### src/rtl/lpm_pkg.sv
// Constants, register map and helpers for the low-power mode controller.
// Assumes a single 100 MHz clock and an AXI4-Lite master on the register side.
package lpm_pkg;
  // ----------------------------------------------------------------
  // Timing
  // ----------------------------------------------------------------
  localparam int CLK_HZ          = 100_000_000;
  localparam int DBNC_TIME_MS    = 20;
  localparam int DBNC_CYCLES     = DBNC_TIME_MS * (CLK_HZ / 1000);
  localparam int RST_PULSE_US    = 200;
  localparam int RST_CYCLES      = RST_PULSE_US * (CLK_HZ / 1_000_000);
  localparam int CNT_W           = 24;
  localparam logic [1:0] STRAP_WAIT = 2'h2;

  // ----------------------------------------------------------------
  // Register map
  // ----------------------------------------------------------------
  localparam int ADDR_W = 8;
  localparam logic [ADDR_W-1:0] ADDR_CONV1  = 8'h00;
  localparam logic [ADDR_W-1:0] ADDR_CONV2  = 8'h04;
  localparam logic [ADDR_W-1:0] ADDR_CHCFG  = 8'h08;
  localparam logic [ADDR_W-1:0] ADDR_STATUS = 8'h0c;
  localparam logic [ADDR_W-1:0] ADDR_IRQST  = 8'h10;
  localparam logic [ADDR_W-1:0] ADDR_IRQMSK = 8'h14;

  localparam int CORE_W           = 4;
  localparam int CONV1_PERMIT_BIT = 0;
  localparam int CONV1_CORE_LSB   = 4;
  localparam int CONV1_MAIN_BIT   = 8;
  localparam int CONV2_RED_LSB    = 0;
  localparam int CONV2_COREOFF_BIT = 4;
  localparam int CHCFG_AUA_BIT    = 7;
  localparam int ST_LOW_BIT       = 0;
  localparam int ST_WAIT_BIT      = 1;
  localparam int ST_BTN_BIT       = 2;
  localparam int ST_WARM_BIT      = 3;
  localparam int ST_CORE_OK_BIT   = 4;

  localparam int IRQ_W    = 3;
  localparam int IRQ_BTN  = 0;
  localparam int IRQ_WARM = 1;
  localparam int IRQ_EXIT = 2;

  localparam logic [CORE_W-1:0] CORE_NOM_RST = 4'h6;
  localparam logic [CORE_W-1:0] CORE_RED_RST = 4'h2;
  localparam logic [IRQ_W-1:0]  IRQ_MASK_RST = 3'h0;

  localparam logic [1:0] RESP_OKAY   = 2'b00;
  localparam logic [1:0] RESP_SLVERR = 2'b10;

  // True for any offset the slave decodes
  function automatic logic lpm_mapped(input logic [ADDR_W-1:0] a);
    lpm_mapped = (a == ADDR_CONV1) || (a == ADDR_CONV2) || (a == ADDR_CHCFG) ||
                 (a == ADDR_STATUS) || (a == ADDR_IRQST) || (a == ADDR_IRQMSK);
  endfunction
endpackage

### src/rtl/lpm_dbnc_if.sv
// Debounced button level and its edge pulses, debouncer to controller.
// Assumes both ends run on the same clock.
`timescale 1ns/1ps
interface lpm_dbnc_if;
  logic level;
  logic rise;
  logic fall;
  modport drv (output level, rise, fall);
  modport use_side (input level, rise, fall);
endinterface

### src/rtl/lpm_debounce.sv
// Two-flop synchroniser and stability counter for one button pin.
// Assumes the pin is fed active high; a change must persist LIMIT cycles.
`timescale 1ns/1ps
module lpm_debounce
  import lpm_pkg::*;
#(
  parameter int LIMIT = DBNC_CYCLES
) (
  input  wire logic    i_clk,
  input  wire logic    i_rst,
  input  wire logic    i_raw,
  lpm_dbnc_if.drv      dbnc
);
  logic             s1_q;
  logic             s2_q;
  logic             level_q;
  logic             rise_q;
  logic             fall_q;
  logic [CNT_W-1:0] cnt_q;
  logic             done;

  // ----------------------------------------------------------------
  // Synchroniser
  // ----------------------------------------------------------------
  always_ff @(posedge i_clk or posedge i_rst) begin
    if (i_rst) begin
      s1_q <= 1'b0;
      s2_q <= 1'b0;
    end else begin
      s1_q <= i_raw;
      s2_q <= s1_q;
    end
  end

  // ----------------------------------------------------------------
  // Stability counter
  // ----------------------------------------------------------------
  // Any bounce restarts the count, so short glitches never reach the level
  assign done = (cnt_q == CNT_W'(LIMIT - 1));

  always_ff @(posedge i_clk or posedge i_rst) begin
    if (i_rst) begin
      cnt_q   <= '0;
      level_q <= 1'b0;
      rise_q  <= 1'b0;
      fall_q  <= 1'b0;
    end else begin
      rise_q <= 1'b0;
      fall_q <= 1'b0;
      if (s2_q == level_q) begin
        cnt_q <= '0;
      end else if (done) begin
        cnt_q   <= '0;
        level_q <= s2_q;
        rise_q  <= s2_q;
        fall_q  <= !s2_q;
      end else begin
        cnt_q <= cnt_q + 1'b1;
      end
    end
  end

  assign dbnc.level = level_q;
  assign dbnc.rise  = rise_q;
  assign dbnc.fall  = fall_q;
endmodule

### src/rtl/lpm_ctrl.sv
// Low-power mode controller: sleep entry and exit, core rail select,
// button debounce, processor reset pulse, main rail strap and AXI4-Lite registers.
// Assumes one 100 MHz clock; the sleep, button, warm, strap, regulation and adapter pins are asynchronous and are synchronised here.
//
// Contract
// - Main rail default voltage follows strap: low gives 3.0 V, high 3.3 V.
// - Enter sleep only on rising edge of sleep request AND permit bit.
// - Sleep request is ignored while the permit bit is clear; the code still drives o_wait_mode from it then.
// - In sleep the core rail takes the reduced preset voltage.
// - With core-off-in-sleep set, the core rail is switched off in sleep.
// - Exit sleep on request low, permit clear, button or warm restart.
// - Sleep request also sets wait mode; adapter present needs always-use-adapter.
// - Button exit restores the core voltage held before sleep.
// - Button and warm restart inputs are debounced before use.
// - Debounced button activation raises a maskable interrupt event.
// - Warm restart pulses processor reset only while the core rail regulates.
// - Warm restart changes no configuration, only leaves sleep.
//
// The register addresses and register access over AXI4-Lite were left to the implementer.
`timescale 1ns/1ps
module lpm_ctrl
  import lpm_pkg::*;
#(
  parameter int DBNC_LIMIT = DBNC_CYCLES,
  parameter int RST_LEN    = RST_CYCLES
) (
  input  wire logic              i_clk,
  input  wire logic              i_rst,
  input  wire logic              i_sleep_request,
  input  wire logic              i_push_button,
  input  wire logic              i_warm_restart_n,
  input  wire logic              i_main_default_strap,
  input  wire logic              i_core_in_reg,
  input  wire logic              i_adapter_present,
  output logic [CORE_W-1:0]      o_core_vsel,
  output logic                   o_core_en,
  output logic                   o_main_3v3,
  output logic                   o_processor_reset_n,
  output logic                   o_low_power,
  output logic                   o_wait_mode,
  output logic                   o_irq,
  input  wire logic [ADDR_W-1:0] i_s_axi_awaddr,
  input  wire logic              i_s_axi_awvalid,
  output logic                   o_s_axi_awready,
  input  wire logic [31:0]       i_s_axi_wdata,
  input  wire logic [3:0]        i_s_axi_wstrb,
  input  wire logic              i_s_axi_wvalid,
  output logic                   o_s_axi_wready,
  output logic [1:0]             o_s_axi_bresp,
  output logic                   o_s_axi_bvalid,
  input  wire logic              i_s_axi_bready,
  input  wire logic [ADDR_W-1:0] i_s_axi_araddr,
  input  wire logic              i_s_axi_arvalid,
  output logic                   o_s_axi_arready,
  output logic [31:0]            o_s_axi_rdata,
  output logic [1:0]             o_s_axi_rresp,
  output logic                   o_s_axi_rvalid,
  input  wire logic              i_s_axi_rready
);
  // ----------------------------------------------------------------
  // Declarations
  // ----------------------------------------------------------------
  logic [3:0]        sy1_q;
  logic [3:0]        sy2_q;
  logic              sleep_s;
  logic              strap_s;
  logic              core_ok_s;
  logic              adapter_s;
  logic              permit_q;
  logic [CORE_W-1:0] core_nom_q;
  logic [CORE_W-1:0] core_red_q;
  logic              coreoff_q;
  logic              aua_q;
  logic [IRQ_W-1:0]  irq_mask_q;
  logic [IRQ_W-1:0]  irq_st_q;
  logic [IRQ_W-1:0]  irq_set;
  logic [1:0]        strap_cnt_q;
  logic              strap_load;
  logic              gate_q;
  logic              enter_rise;
  logic              exit_ev;
  logic              low_q;
  logic [CNT_W-1:0]  rst_cnt_q;
  logic              rst_start;
  logic [ADDR_W-1:0] awaddr_q;
  logic [31:0]       wdata_q;
  logic [3:0]        wstrb_q;
  logic [ADDR_W-1:0] araddr_q;
  logic              wr_fire;
  logic              rd_fire;
  logic              wr_b0;
  logic [31:0]       rd_word;

  lpm_dbnc_if btn ();
  lpm_dbnc_if warm ();

  // ----------------------------------------------------------------
  // Pin synchronisers and debouncers
  // ----------------------------------------------------------------
  always_ff @(posedge i_clk or posedge i_rst) begin
    if (i_rst) begin
      sy1_q <= 4'h0;
      sy2_q <= 4'h0;
    end else begin
      sy1_q <= {i_adapter_present, i_core_in_reg, i_main_default_strap, i_sleep_request};
      sy2_q <= sy1_q;
    end
  end

  assign sleep_s   = sy2_q[0];
  assign strap_s   = sy2_q[1];
  assign core_ok_s = sy2_q[2];
  assign adapter_s = sy2_q[3];

  lpm_debounce #(.LIMIT(DBNC_LIMIT)) u_btn (
    .i_clk (i_clk),
    .i_rst (i_rst),
    .i_raw (i_push_button),
    .dbnc  (btn)
  );

  // Inverted so that the pulled-up idle level reads as inactive
  lpm_debounce #(.LIMIT(DBNC_LIMIT)) u_warm (
    .i_clk (i_clk),
    .i_rst (i_rst),
    .i_raw (!i_warm_restart_n),
    .dbnc  (warm)
  );

  // ----------------------------------------------------------------
  // Main rail strap
  // ----------------------------------------------------------------
  // Captured once after release, when the synchroniser holds the pin level
  assign strap_load = (strap_cnt_q == STRAP_WAIT);

  always_ff @(posedge i_clk or posedge i_rst) begin
    if (i_rst) begin
      strap_cnt_q <= 2'h0;
      o_main_3v3  <= 1'b0;
    end else begin
      if (strap_cnt_q <= STRAP_WAIT) begin
        strap_cnt_q <= strap_cnt_q + 2'h1;
      end
      if (strap_load) begin
        o_main_3v3 <= strap_s;
      end
    end
  end

  // ----------------------------------------------------------------
  // Sleep state
  // ----------------------------------------------------------------
  // Edge, not level: after any exit the host must make a fresh edge to return
  assign enter_rise = sleep_s && permit_q && !gate_q;
  assign exit_ev    = !sleep_s || !permit_q || btn.rise || warm.rise;

  always_ff @(posedge i_clk or posedge i_rst) begin
    if (i_rst) begin
      gate_q <= 1'b0;
      low_q  <= 1'b0;
    end else begin
      gate_q <= sleep_s && permit_q;
      if (low_q && exit_ev) begin
        low_q <= 1'b0;
      end else if (enter_rise && !exit_ev) begin
        low_q <= 1'b1;
      end
    end
  end

  // Core rail and mode outputs
  always_ff @(posedge i_clk or posedge i_rst) begin
    if (i_rst) begin
      o_core_vsel <= CORE_NOM_RST;
      o_core_en   <= 1'b1;
      o_low_power <= 1'b0;
      o_wait_mode <= 1'b0;
    end else begin
      // Nominal code is never touched by sleep, so leaving restores it
      o_core_vsel <= low_q ? core_red_q : core_nom_q;
      o_core_en   <= !(low_q && coreoff_q);
      o_low_power <= low_q;
      o_wait_mode <= sleep_s && (!adapter_s || aua_q);
    end
  end

  // ----------------------------------------------------------------
  // Processor reset pulse
  // ----------------------------------------------------------------
  assign rst_start = warm.rise && core_ok_s;

  always_ff @(posedge i_clk or posedge i_rst) begin
    if (i_rst) begin
      rst_cnt_q           <= '0;
      o_processor_reset_n <= 1'b1;
    end else begin
      if (rst_start) begin
        rst_cnt_q           <= CNT_W'(RST_LEN);
        o_processor_reset_n <= 1'b0;
      end else if (rst_cnt_q != '0) begin
        rst_cnt_q <= rst_cnt_q - 1'b1;
        if (rst_cnt_q == CNT_W'(1)) begin
          o_processor_reset_n <= 1'b1;
        end
      end
    end
  end

  // ----------------------------------------------------------------
  // Interrupts
  // ----------------------------------------------------------------
  assign irq_set = {low_q && exit_ev, warm.rise, btn.rise};

  // Set wins over the clear-on-read in the same cycle
  always_ff @(posedge i_clk or posedge i_rst) begin
    if (i_rst) begin
      irq_st_q <= '0;
      o_irq    <= 1'b0;
    end else begin
      if (rd_fire && (araddr_q == ADDR_IRQST)) begin
        irq_st_q <= irq_set;
      end else begin
        irq_st_q <= irq_st_q | irq_set;
      end
      o_irq <= |(irq_st_q & irq_mask_q);
    end
  end

  // ----------------------------------------------------------------
  // AXI4-Lite write channel
  // ----------------------------------------------------------------
  assign wr_fire = !o_s_axi_awready && !o_s_axi_wready && !o_s_axi_bvalid;
  assign wr_b0   = wr_fire && wstrb_q[0];

  always_ff @(posedge i_clk or posedge i_rst) begin
    if (i_rst) begin
      o_s_axi_awready <= 1'b1;
      o_s_axi_wready  <= 1'b1;
      o_s_axi_bvalid  <= 1'b0;
      o_s_axi_bresp   <= RESP_OKAY;
      awaddr_q        <= '0;
      wdata_q         <= '0;
      wstrb_q         <= 4'h0;
    end else begin
      if (i_s_axi_awvalid && o_s_axi_awready) begin
        o_s_axi_awready <= 1'b0;
        awaddr_q        <= i_s_axi_awaddr;
      end
      if (i_s_axi_wvalid && o_s_axi_wready) begin
        o_s_axi_wready <= 1'b0;
        wdata_q        <= i_s_axi_wdata;
        wstrb_q        <= i_s_axi_wstrb;
      end
      if (wr_fire) begin
        o_s_axi_bvalid <= 1'b1;
        o_s_axi_bresp  <= lpm_mapped(awaddr_q) ? RESP_OKAY : RESP_SLVERR;
      end else if (o_s_axi_bvalid && i_s_axi_bready) begin
        o_s_axi_bvalid  <= 1'b0;
        o_s_axi_awready <= 1'b1;
        o_s_axi_wready  <= 1'b1;
      end
    end
  end

  // Configuration fields all sit in byte lane 0
  always_ff @(posedge i_clk or posedge i_rst) begin
    if (i_rst) begin
      permit_q   <= 1'b0;
      core_nom_q <= CORE_NOM_RST;
      core_red_q <= CORE_RED_RST;
      coreoff_q  <= 1'b0;
      aua_q      <= 1'b0;
      irq_mask_q <= IRQ_MASK_RST;
    end else if (wr_b0) begin
      if (awaddr_q == ADDR_CONV1) begin
        permit_q   <= wdata_q[CONV1_PERMIT_BIT];
        core_nom_q <= wdata_q[CONV1_CORE_LSB +: CORE_W];
      end else if (awaddr_q == ADDR_CONV2) begin
        core_red_q <= wdata_q[CONV2_RED_LSB +: CORE_W];
        coreoff_q  <= wdata_q[CONV2_COREOFF_BIT];
      end else if (awaddr_q == ADDR_CHCFG) begin
        aua_q <= wdata_q[CHCFG_AUA_BIT];
      end else if (awaddr_q == ADDR_IRQMSK) begin
        irq_mask_q <= wdata_q[IRQ_W-1:0];
      end
    end
  end

  // ----------------------------------------------------------------
  // AXI4-Lite read channel
  // ----------------------------------------------------------------
  assign rd_fire = !o_s_axi_arready && !o_s_axi_rvalid;

  always_comb begin
    rd_word = 32'h0000_0000;
    if (araddr_q == ADDR_CONV1) begin
      rd_word[CONV1_PERMIT_BIT]            = permit_q;
      rd_word[CONV1_CORE_LSB +: CORE_W]    = core_nom_q;
      rd_word[CONV1_MAIN_BIT]              = o_main_3v3;
    end else if (araddr_q == ADDR_CONV2) begin
      rd_word[CONV2_RED_LSB +: CORE_W]     = core_red_q;
      rd_word[CONV2_COREOFF_BIT]           = coreoff_q;
    end else if (araddr_q == ADDR_CHCFG) begin
      rd_word[CHCFG_AUA_BIT]               = aua_q;
    end else if (araddr_q == ADDR_STATUS) begin
      rd_word[ST_LOW_BIT]                  = low_q;
      rd_word[ST_WAIT_BIT]                 = o_wait_mode;
      rd_word[ST_BTN_BIT]                  = btn.level;
      rd_word[ST_WARM_BIT]                 = warm.level;
      rd_word[ST_CORE_OK_BIT]              = core_ok_s;
    end else if (araddr_q == ADDR_IRQST) begin
      rd_word[IRQ_W-1:0]                   = irq_st_q;
    end else if (araddr_q == ADDR_IRQMSK) begin
      rd_word[IRQ_W-1:0]                   = irq_mask_q;
    end
  end

  always_ff @(posedge i_clk or posedge i_rst) begin
    if (i_rst) begin
      o_s_axi_arready <= 1'b1;
      o_s_axi_rvalid  <= 1'b0;
      o_s_axi_rdata   <= 32'h0000_0000;
      o_s_axi_rresp   <= RESP_OKAY;
      araddr_q        <= '0;
    end else begin
      if (i_s_axi_arvalid && o_s_axi_arready) begin
        o_s_axi_arready <= 1'b0;
        araddr_q        <= i_s_axi_araddr;
      end
      if (rd_fire) begin
        o_s_axi_rvalid <= 1'b1;
        o_s_axi_rdata  <= rd_word;
        o_s_axi_rresp  <= lpm_mapped(araddr_q) ? RESP_OKAY : RESP_SLVERR;
      end else if (o_s_axi_rvalid && i_s_axi_rready) begin
        o_s_axi_rvalid  <= 1'b0;
        o_s_axi_arready <= 1'b1;
      end
    end
  end
endmodule

### config.mk
export PLATFORM = sky130hd
export DESIGN_NAME = lpm_ctrl
export DESIGN_NICKNAME = d
export VERILOG_FILES = /design/src/rtl/lpm_pkg.sv /design/src/rtl/lpm_dbnc_if.sv /design/src/rtl/lpm_debounce.sv /design/src/rtl/lpm_ctrl.sv
export SDC_FILE = /design/constraint.sdc
export NUM_CORES = 1
export LEC_CHECK = 0
export ABC_CLOCK_PERIOD_IN_PS = 8850
export BUFFER_PORTS_ARGS = -buffer_cell sky130_fd_sc_hd__buf_2
export CORE_UTILIZATION = 61
export DETAILED_ROUTE_END_ITERATION = 6
export MAX_ROUTING_LAYER = met4
export PLACE_DENSITY = 0.89
export SYNTH_ARGS = -nofsm -noshare
export SYNTH_HDL_FRONTEND = slang
export SYNTH_SLANG_ARGS = --single-unit
### constraint.sdc
create_clock -name i_clk -period 8.85 [get_ports i_clk]
set_clock_uncertainty 0.1 [all_clocks]
set_input_delay 1.3275 -clock i_clk [delete_from_list [all_inputs] [get_ports i_clk]]
set_output_delay 1.3275 -clock i_clk [all_outputs]
set_load 0.02 [all_outputs]
==> results of run 1 <==
-- worst max-delay path: stages, from the launching register on --
cell      delay, ns
dfrtp_1        0.44
nor4_1         0.65
nand4_1        0.53
o211ai_1       0.66
or4_1          0.20
a21oi_1        0.09
-- state kept, by name, indices dropped and copies added, names as in the netlist, 8 cells and up --
register and count:
wdata_q 8, rst_cnt_q 24, u_warm.cnt_q 24, o_s_axi_rdata 9
awaddr_q 8, u_btn.cnt_q 24, araddr_q 8
-- worst paths after layout --
check	startpoint	to
max reg2reg	rst_cnt_q[20]$_DFFE_PP0P_	rst_cnt_q[15]$_DFFE_PP0P_
min reg2reg	sy1_q[3]$_DFF_PP0_	sy2_q[3]$_DFF_PP0_
max in group asynchronous	i_rst	o_s_axi_rresp[1]$_DFFE_PP0P_
min in group asynchronous	i_rst	u_btn.cnt_q[0]$_DFF_PP0_
max	rst_cnt_q[20]$_DFFE_PP0P_	rst_cnt_q[15]$_DFFE_PP0P_
min	sy1_q[3]$_DFF_PP0_	sy2_q[3]$_DFF_PP0_
-- power groups by stage --
stage | combinational, mW | sequential [mW] | clock (mW)
floorplan | 0.178 | 0.913 | 0
detailed placement | 0.233 | 0.928 | 0
global route | 0.257 | 0.932 | 0.731
global placement | 0.223 | 0.916 | 0
finish | 0.235 | 0.919 | 0.690
CTS | 0.237 | 0.919 | 0.699
-- cells in the final DEF, fill, tap and decap left out, drive strengths merged, types with 14 or more instances in the layout --
cell,count
nand3,16
mux2,47
dfrtp,150
xor2,37
buf,64
clkbuf,24
inv,19
conb,25
nor2,92
nand2,51
nor4,14
o21ai,15
nand4,14
xnor2,25
nor3,15
-- area by class of cell --
cell class	instances	area, sq um	area share, %
sequential	160	4020	49.2
multi-input combinational	464	3020	37.0
clock buffer	24	472	5.78
timing repair buffer	64	323	3.96
tap	143	179	2.19
clock inverter	8	81.3	0.997
inverter	16	65.1	0.797
-- per-stage QoR --
| stage | area (sq um) | hold slack, ns | utilization (%) |
|---|---|---|---|
| final | 8160 | 0.253 | 70.8 |
| after global routing | 8160 | 0.263 | 70.8 |
| after CTS | 8160 | 0.251 | 70.8 |
| after detailed placement | 7610 | 0.236 | 66.0 |
| after global placement | 7610 | 0.235 | 66.0 |
| after floorplan | 7350 | 0.231 | - |
-- kinds of logic (layout without fill, tap and decap cells) --
| group | Yosys count | in the layout | synth area share (%) |
|---|---|---|---|
| AO/OA/AOI/OAI | 57 | 57 | 5.34 |
| adder cells (fa/ha/maj) | 7 | 7 | 1.21 |
| multiplexers | 55 | 55 | 8.39 |
| other | 1 | 25 | 0.0517 |
| flip-flops | 160 | 160 | 55.3 |
| XOR/XNOR | 62 | 62 | 7.48 |
| AND/OR/NAND/NOR | 258 | 258 | 17.9 |
| buffers and inverters | 57 | 112 | 4.27 |
-- layer usage --
layer | track usage, % | up-vias
met5 | - | -
met4 | 15.0 | 0
met3 | 5.63 | 53
met2 | 42.6 | 182
met1 | 31.6 | 2544
li1 | - | 2352
==> flow_metrics.tcl, run 1 <==
set metrics [dict create \
    period_minus_slack_ns 2.83 \
    synth_commonest_cells "dfrtp_1, nor2_1, nand2_1" \
    post-place-cells 847 \
    ant_nets 0 \
    netSwitchingFraction_pct 27.2 \
    hold-path-cell-count 0 \
    setup_tns_ns 0 \
    vdd_drop_max_v 0.000131 \
    rr_worst_depth 5 \
    yosysWarningCount 0 \
    hold_class "flip-flop to flip-flop" \
    worstPathRequired_ns 9.01 \
    ctsHoldBuffers 0 \
    io_pins 116 \
    fill_cells 759 \
    htree_levels 4 \
    arrival_ns 2.99 \
    p_int_mw 1.34 \
    postRouteWirelength_microns 14900 \
    cp-start-kind "flip-flop" \
    power_frac_seq_pct 49.8 \
    syn-cell-area_sq_um 7260 \
    grt.total_usage_pct 26.6 \
    dp_slack_ns 5.84 \
    yosys.area.top_type "dfrtp_1" \
    firstDrtPassIters 7 \
    wl_met1_microns 6050 \
    synth_edf_count 0 \
    ys_seq_elements 160 \
    pwr-share-comb_pct 12.8 \
    synth_ff_type "dfrtp_1" \
    yosysTopAreaCellShare_pct 51.7 \
    cellLeakagePower_nw 3.86 \
    insertion_delay_ns 0.43 \
    core_region_area_sq_um 11500 \
    yosys-top-cells-area "dfrtp_1, mux2_2, nor2_1" \
    cts_setup_buffers 0 \
    met2_length_microns 7590 \
    fmax_ghz 0.354 \
    grt_pass1_vias 5198 \
    initial_utilization_pct 63.0 \
    hold_viol_final 0 \
    rsz0062_at_grt "no" \
    drc_errors 18 \
    drv_cap 0 \
    grt_max_degree 101 \
    synth-async-reset-ratio_pct 100 \
    status "finished with violations" \
    die_area_sq_um 12300 \
    die_x_microns 111 \
    clock_path_buffers 2 \
    cts_sinks 160 \
    post-dp-hpwl_microns 9760 \
    antenna_found_initial 0 \
    cts_resized 0 \
    switchingPower_mw 0.501 \
    yosysSeqAreaShare_pct 55.3 \
    nNetsFinal 795 \
    grt_overflow_total 0 \
    post-route-period-util_pct 31.9 \
    dr.first_iter.drc_count 349 \
    gp_congestion 0.852 \
    max_slew_margin_pct 42.5 \
    placementRows 39 \
    viasPerCell 5.84 \
    crit_fanout 11 \
    diodes 0 \
    path_class "flip-flop to flip-flop" \
    tightest_slew_ns 0.863 \
    dr_wl_met3_microns 741 \
    p_total_mw 1.84 \
    setup_slack_ns 6.02 \
    synth_most_common_cell "dfrtp_1" \
    clk_pin_slew_ns 0.06 \
    drive_above_1_share_pct 22.4 \
    crit_path_end_kind "flip-flop" \
    port_buffers 63 \
    cts_tree "built" \
    synthDistinctLibCells 56 \
    num_vias 5131 \
    powerDensity_nw_per_um2 226 \
    synth_area_per_cell_sq_um 11.0 \
    fin_cells 879 \
    slew_violations 0 \
    violations "design-rule violations" \
    numCtsBuffers 17 \
    setup_viol 0 \
    wire_per_inst_microns 16.9 \
    r2r_slack_ns 6.02 \
    grt_pass1_wl_microns 25200 \
    p_clk_share_pct 37.4 \
    cts-root-buf "clkbuf_16" \
    area_growth_pct 12.4 \
    die_h_microns 111 \
    highest_layer "met4" \
    netlist_instances 657 \
]
Note: power is estimated with default switching activity, not from simulation.
==> inputs of run 2 (changes only) <==
Settings changed: ABC_CLOCK_PERIOD_IN_PS 8850 to 2800, CORE_UTILIZATION 61 to 57, PLACE_DENSITY 0.89 to 0.84.
Clock period 8.85 ns to 2.8 ns, I/O delays scaled along.
==> run 2 against run 1 <==
The run now ends clean. Clock-buffer cell count decreased by 4. Final cell count increased by 3.9%. Sequential cell count unchanged. Final area increased by 2.8%. Die area increased by 6.9%. Wire length decreased by 1.4%. Setup slack got worse by 5.7 ns. Non-clock buffer count increased by 9. First-iteration DRC count increased by 15%. Maximum frequency increased by 15%. Global-route usage decreased by 2.3 points. Critical path type unchanged. Largest power group unchanged.
==> flow_metrics.tcl, run 2 (synthesized netlist as in run 1, its figures left out) <==
set metrics [dict create \
    cellLeakagePower_nw 3.95 \
    drc_errors 0 \
    placementRows 40 \
    fin_hold_ws_ns 0.0164 \
    crit_fanout 10 \
    diodes 0 \
    final_cell_mix "dfrtp_1, nor2_1, buf_2" \
    r2r_slack_ns 0.35 \
    fmax_ghz 0.408 \
    nNetsFinal 804 \
    insertion_delay_ns 0.42 \
    crit_start "rst_cnt_q[5]$_DFFE_PP0P_" \
    die_area_sq_um 13200 \
    wl_met1_microns 6370 \
    max_slew_margin_pct 47.4 \
    met2_length_microns 7580 \
    highest_layer "met4" \
    slew_violations 0 \
    tightest_slew_ns 0.781 \
    viasPerCell 5.60 \
    post-dp-hpwl_microns 9930 \
    hold_viol_final 0 \
    htree_levels 4 \
    area_growth_pct 15.5 \
    cts-root-buf "clkbuf_16" \
    rr_worst_depth 4 \
    cts_setup_buffers 0 \
    core_region_area_sq_um 12200 \
    port_buffers 63 \
    num_vias 5110 \
    gp_congestion 0.841 \
    setup_viol 0 \
    clock_path_buffers 2 \
    final_common_cell "dfrtp_1" \
    reg_top3 "rst_cnt_q: 24 flops, u_btn.cnt_q: 24 flops, u_warm.cnt_q: 24 flops" \
    dr.first_iter.drc_count 400 \
    setup_tns_ns 0 \
    wire_per_inst_microns 16.1 \
    path_class "flip-flop to flip-flop" \
    crit_path_end_kind "flip-flop" \
    grt_pass1_wl_microns 23900 \
    powerDensity_nw_per_um2 730 \
    period_minus_slack_ns 2.45 \
    drv_cap 0 \
    die_x_microns 115 \
    cp-start-kind "flip-flop" \
    grt_overflow_total 0 \
    rsz0062_at_grt "no" \
    drive_above_1_share_pct 23.4 \
    fill_cells 833 \
    p_total_mw 6.12 \
    cts_tree "built" \
    post-route-period-util_pct 87.5 \
    hold_class "input pin to async pin" \
    io_pins 116 \
    die_h_microns 115 \
    timing.rr.start "rst_cnt_q[5]$_DFFE_PP0P_" \
    postRouteWirelength_microns 14700 \
    status "finished, final reports clean" \
    clk_pin_slew_ns 0.06 \
    vdd_drop_max_v 0.000464 \
    grt_max_degree 56 \
    ant_nets 0 \
    cts_sinks 160 \
    dr_wl_met3_microns 510 \
    antenna_found_initial 0 \
    numCtsBuffers 17 \
    r2r_end "rst_cnt_q[1]$_DFFE_PP0P_" \
    grt.total_usage_pct 24.4 \
    grt_pass1_vias 5034 \
    arrival_ns 2.67 \
    worstPathRequired_ns 3.02 \
    initial_utilization_pct 59.4 \
    firstDrtPassIters 5 \
]
[run 2: cell count changes in the layout (fill, tap and decap cells not counted), sizes merged]
cell         delta
inv             -2
clkinvlp        +1
clkbuf          -4
clkinv          +2
dlygate4sd3     +4
bufinv          +3
buf             +5
[run 2: worst max-delay path by stage]
stage / slack, ns / endpoint
after global placement: 0.41 / rst_cnt_q[22]$_DFFE_PP0P_
after CTS: 0.33 / rst_cnt_q[1]$_DFFE_PP0P_
after detailed placement: 0.35 / rst_cnt_q[1]$_DFFE_PP0P_
final: 0.35 / rst_cnt_q[1]$_DFFE_PP0P_
after global routing: 0.19 / rst_cnt_q[22]$_DFFE_PP0P_
after floorplan: 0.26 / araddr_q[0]$_DFFE_PP0P_
[run 2: cell type report]
class / instances / area (sq um) / share of cell area (%)
sequential: 160 / 4020 / 47.9
multi-input combinational: 464 / 3020 / 36.0
clock buffer: 20 / 457 / 5.44
timing repair buffer: 73 / 438 / 5.22
tap: 168 / 210 / 2.51
clock inverter: 12 / 180 / 2.15
inverter: 16 / 63.8 / 0.761
[run 2: critical path: stages (launching register included)]
cell and delay [ns]:
dfrtp_1 0.43, or4_1 0.64, nand4bb_1 0.47, or2_2 0.46
a211oi_1 0.26
[run 2: power breakdown]
part | internal (mW) | leakage, nW | total (mW) | switching (mW)
combinational | 0.360 | 1.56 | 0.768 | 0.409
clock | 1.54 | 0.307 | 2.46 | 0.918
sequential | 2.62 | 2.08 | 2.89 | 0.267
total | 4.53 | 3.95 | 6.12 | 1.59
[run 2: what timing repair did]
item,CTS,global route
hold buffers,4,0
gates resized for setup,0,0
endpoints found under the hold margin,4,0
[run 2: through the flow]
step / std cells / setup WS (ns) / cell area, sq um / utilization [%]
6_report: 913 / 0.349 / 8390 / 68.7
4_1_cts: 913 / 0.334 / 8390 / 68.7
2_1_floorplan: 681 / 0.259 / 7350 / -
3_5_place_dp: 877 / 0.346 / 7710 / 63.1
3_3_place_gp: 877 / 0.409 / 7710 / 63.1
5_1_grt: 913 / 0.191 / 8390 / 68.7
[run 2: per-layer routing]
metal	global-route usage (%)	up-vias
li1	-	2375
met1	29.3	2592
met2	40.4	122
met3	5.90	21
met4	8.31	0
met5	-	-
==> inputs of run 3 (changes only) <==
Settings changed: CORE_ASPECT_RATIO set to 0.7.
==> run 3 against run 2 <==
Clock power down 13%. Combinational power down 0.5%. Maximum frequency down 0.78%. Hold slack better by 0.0049 ns. Via count down 1.1%. First-iteration DRC count down 1.5%.
==> flow_metrics.tcl, run 3 (synthesized netlist as in run 1, its figures left out) <==
set metrics [dict create \
    critPathBufInv 1 \
    die_x_microns 137 \
    final_cell_mix "dfrtp_1, nor2_1, buf_2" \
    fmax_ghz 0.405 \
    crit_chain "inv_1 > ha_1 > or4b_2 > a211o_2 > nor4_1 > xnor2_1 > nor2_1" \
    diodes 0 \
    grt_overflow_total 0 \
    r2r_end "rst_cnt_q[22]$_DFFE_PP0P_" \
    slew_violations 0 \
    insertion_delay_ns 0.42 \
    r2r_slack_ns 0.33 \
    area_growth_pct 13.8 \
    p_clk_share_pct 36.8 \
    grt.total_usage_pct 24.5 \
    viasPerCell 5.58 \
    crit_path_end_kind "flip-flop" \
    slowest_stage "or4b_2" \
    cts_sinks 160 \
    stdcell_area_sq_um 8260 \
    max_slew_margin_pct 53.1 \
    power_frac_seq_pct 50.0 \
    met2_length_microns 7090 \
    pwr-share-comb_pct 13.2 \
    status "finished, final reports clean" \
    rsz0062_at_grt "no" \
    setup_viol 0 \
    reg_top3 "rst_cnt_q: 24 flops, u_btn.cnt_q: 24 flops, u_warm.cnt_q: 24 flops" \
    setup_tns_ns 0 \
    numCtsBuffers 17 \
    place_area_sq_um 7680 \
    period_minus_slack_ns 2.47 \
    clock_path_buffers 2 \
    vdd_drop_max_v 0.000483 \
    cts-root-buf "clkbuf_16" \
    path_class "flip-flop to flip-flop" \
    cp-start-kind "flip-flop" \
    antenna_found_initial 0 \
    io_pins 116 \
    num_vias 5054 \
    ant_nets 0 \
    wire_per_inst_microns 16.1 \
    postRouteWirelength_microns 14500 \
    highest_layer "met4" \
    powerDensity_nw_per_um2 700 \
    post-dp-hpwl_microns 9830 \
    tightest_slew_ns 0.703 \
    cellLeakagePower_nw 3.89 \
    port_buffers 63 \
    crit_fanout 5 \
    clk_pin_slew_ns 0.06 \
    worstPathRequired_ns 2.98 \
    grt_max_degree 85 \
    rr_worst_depth 7 \
    post-route-period-util_pct 88.2 \
    arrival_ns 2.65 \
    hold_viol_final 0 \
    drc_errors 0 \
    slowest_delay_ns 0.68 \
    final_common_cell "dfrtp_1" \
    drv_cap 0 \
    hp-start "i_core_in_reg" \
    hold-path-cell-count 1 \
    netSwitchingFraction_pct 28.4 \
    nNetsFinal 802 \
    grt_pass1_wl_microns 23700 \
    core_region_area_sq_um 12400 \
    cts_tree "built" \
    gp_congestion 0.877 \
    cts_resized 0 \
    switchingPower_mw 1.64 \
    placementRows 34 \
    wl_met1_microns 6510 \
    holdPathEnd "sy1_q[2]$_DFF_PP0_" \
    timing.rr.start "rst_cnt_q[0]$_DFFE_PP0P_" \
    grt_pass1_vias 4950 \
    dr_wl_met3_microns 718 \
    htree_levels 4 \
    p_int_mw 4.14 \
    cp_top_family "simple AND/OR/NAND/NOR gates" \
    initial_utilization_pct 58.4 \
    die_area_sq_um 13200 \
    firstDrtPassIters 5 \
    die_h_microns 96.4 \
    hold_class "input pin to flip-flop" \
    dr.first_iter.drc_count 394 \
    drive_above_1_share_pct 23.3 \
]
run 3: timing repair:
item / in CTS / in global routing
setup buffers: 0 / 0
hold endpoints to repair: 16 / 0
hold buffers: 4 / 0
run 3: metrics by stage:
step | utilization [%] | setup WS, ns | std cells | power, mW | hold WS (ns)
floorplan | - | 0.259 | 681 | 3.45 | 0.231
global placement | 61.8 | 0.429 | 869 | 3.61 | 0.239
detailed placement | 61.8 | 0.360 | 869 | 3.67 | 0.236
CTS | 66.5 | 0.344 | 905 | 5.81 | 0.0211
global route | 66.5 | 0.170 | 905 | 6.01 | 0.0177
finish | 66.5 | 0.330 | 905 | 5.78 | 0.0213
run 3: how the worst max path moves through the flow:
stage | startpoint | to | cells past startpoint
4_1_cts | rst_cnt_q[0]$_DFFE_PP0P_ | rst_cnt_q[22]$_DFFE_PP0P_ | 7
5_1_grt | rst_cnt_q[0]$_DFFE_PP0P_ | rst_cnt_q[18]$_DFFE_PP0P_ | 7
3_5_place_dp | rst_cnt_q[0]$_DFFE_PP0P_ | rst_cnt_q[22]$_DFFE_PP0P_ | 7
2_1_floorplan | i_rst | araddr_q[0]$_DFFE_PP0P_ | 1
3_3_place_gp | rst_cnt_q[0]$_DFFE_PP0P_ | rst_cnt_q[22]$_DFFE_PP0P_ | 7
6_report | rst_cnt_q[0]$_DFFE_PP0P_ | rst_cnt_q[22]$_DFFE_PP0P_ | 7
run 3: final cells by class:
class                      count  area [sq um]
fill                         897          4160
sequential                   160          4020
multi-input combinational    464          3020
clock buffer                  18           439
timing repair buffer          71           410
tap                          162           203
clock inverter                14           109
inverter                      16          63.8
run 3: worst register-to-register path, stage by stage (launching register included):
cell and delay, ns:
dfrtp_1 0.41, inv_1 0.10, ha_1 0.23, or4b_2 0.68, a211o_2 0.32, nor4_1 0.27, xnor2_1 0.17, nor2_1 0.06
run 3: power by group through the flow:
stage                     sequential, mW  combinational [mW]  clock, mW
after floorplan                     2.88               0.562          0
after global placement              2.89               0.714          0
after detailed placement            2.92               0.749          0
after CTS                           2.89               0.770       2.15
after global routing                2.93               0.842       2.24
final                               2.89               0.764       2.13
run 3: routing by layer:
| metal | vias to the layer above | global-route usage [%] |
|---|---|---|
| met5 | - | - |
| met4 | 0 | 8.06 |
| met3 | 24 | 5.22 |
| met2 | 148 | 38.7 |
| met1 | 2508 | 31.9 |
| li1 | 2374 | - |
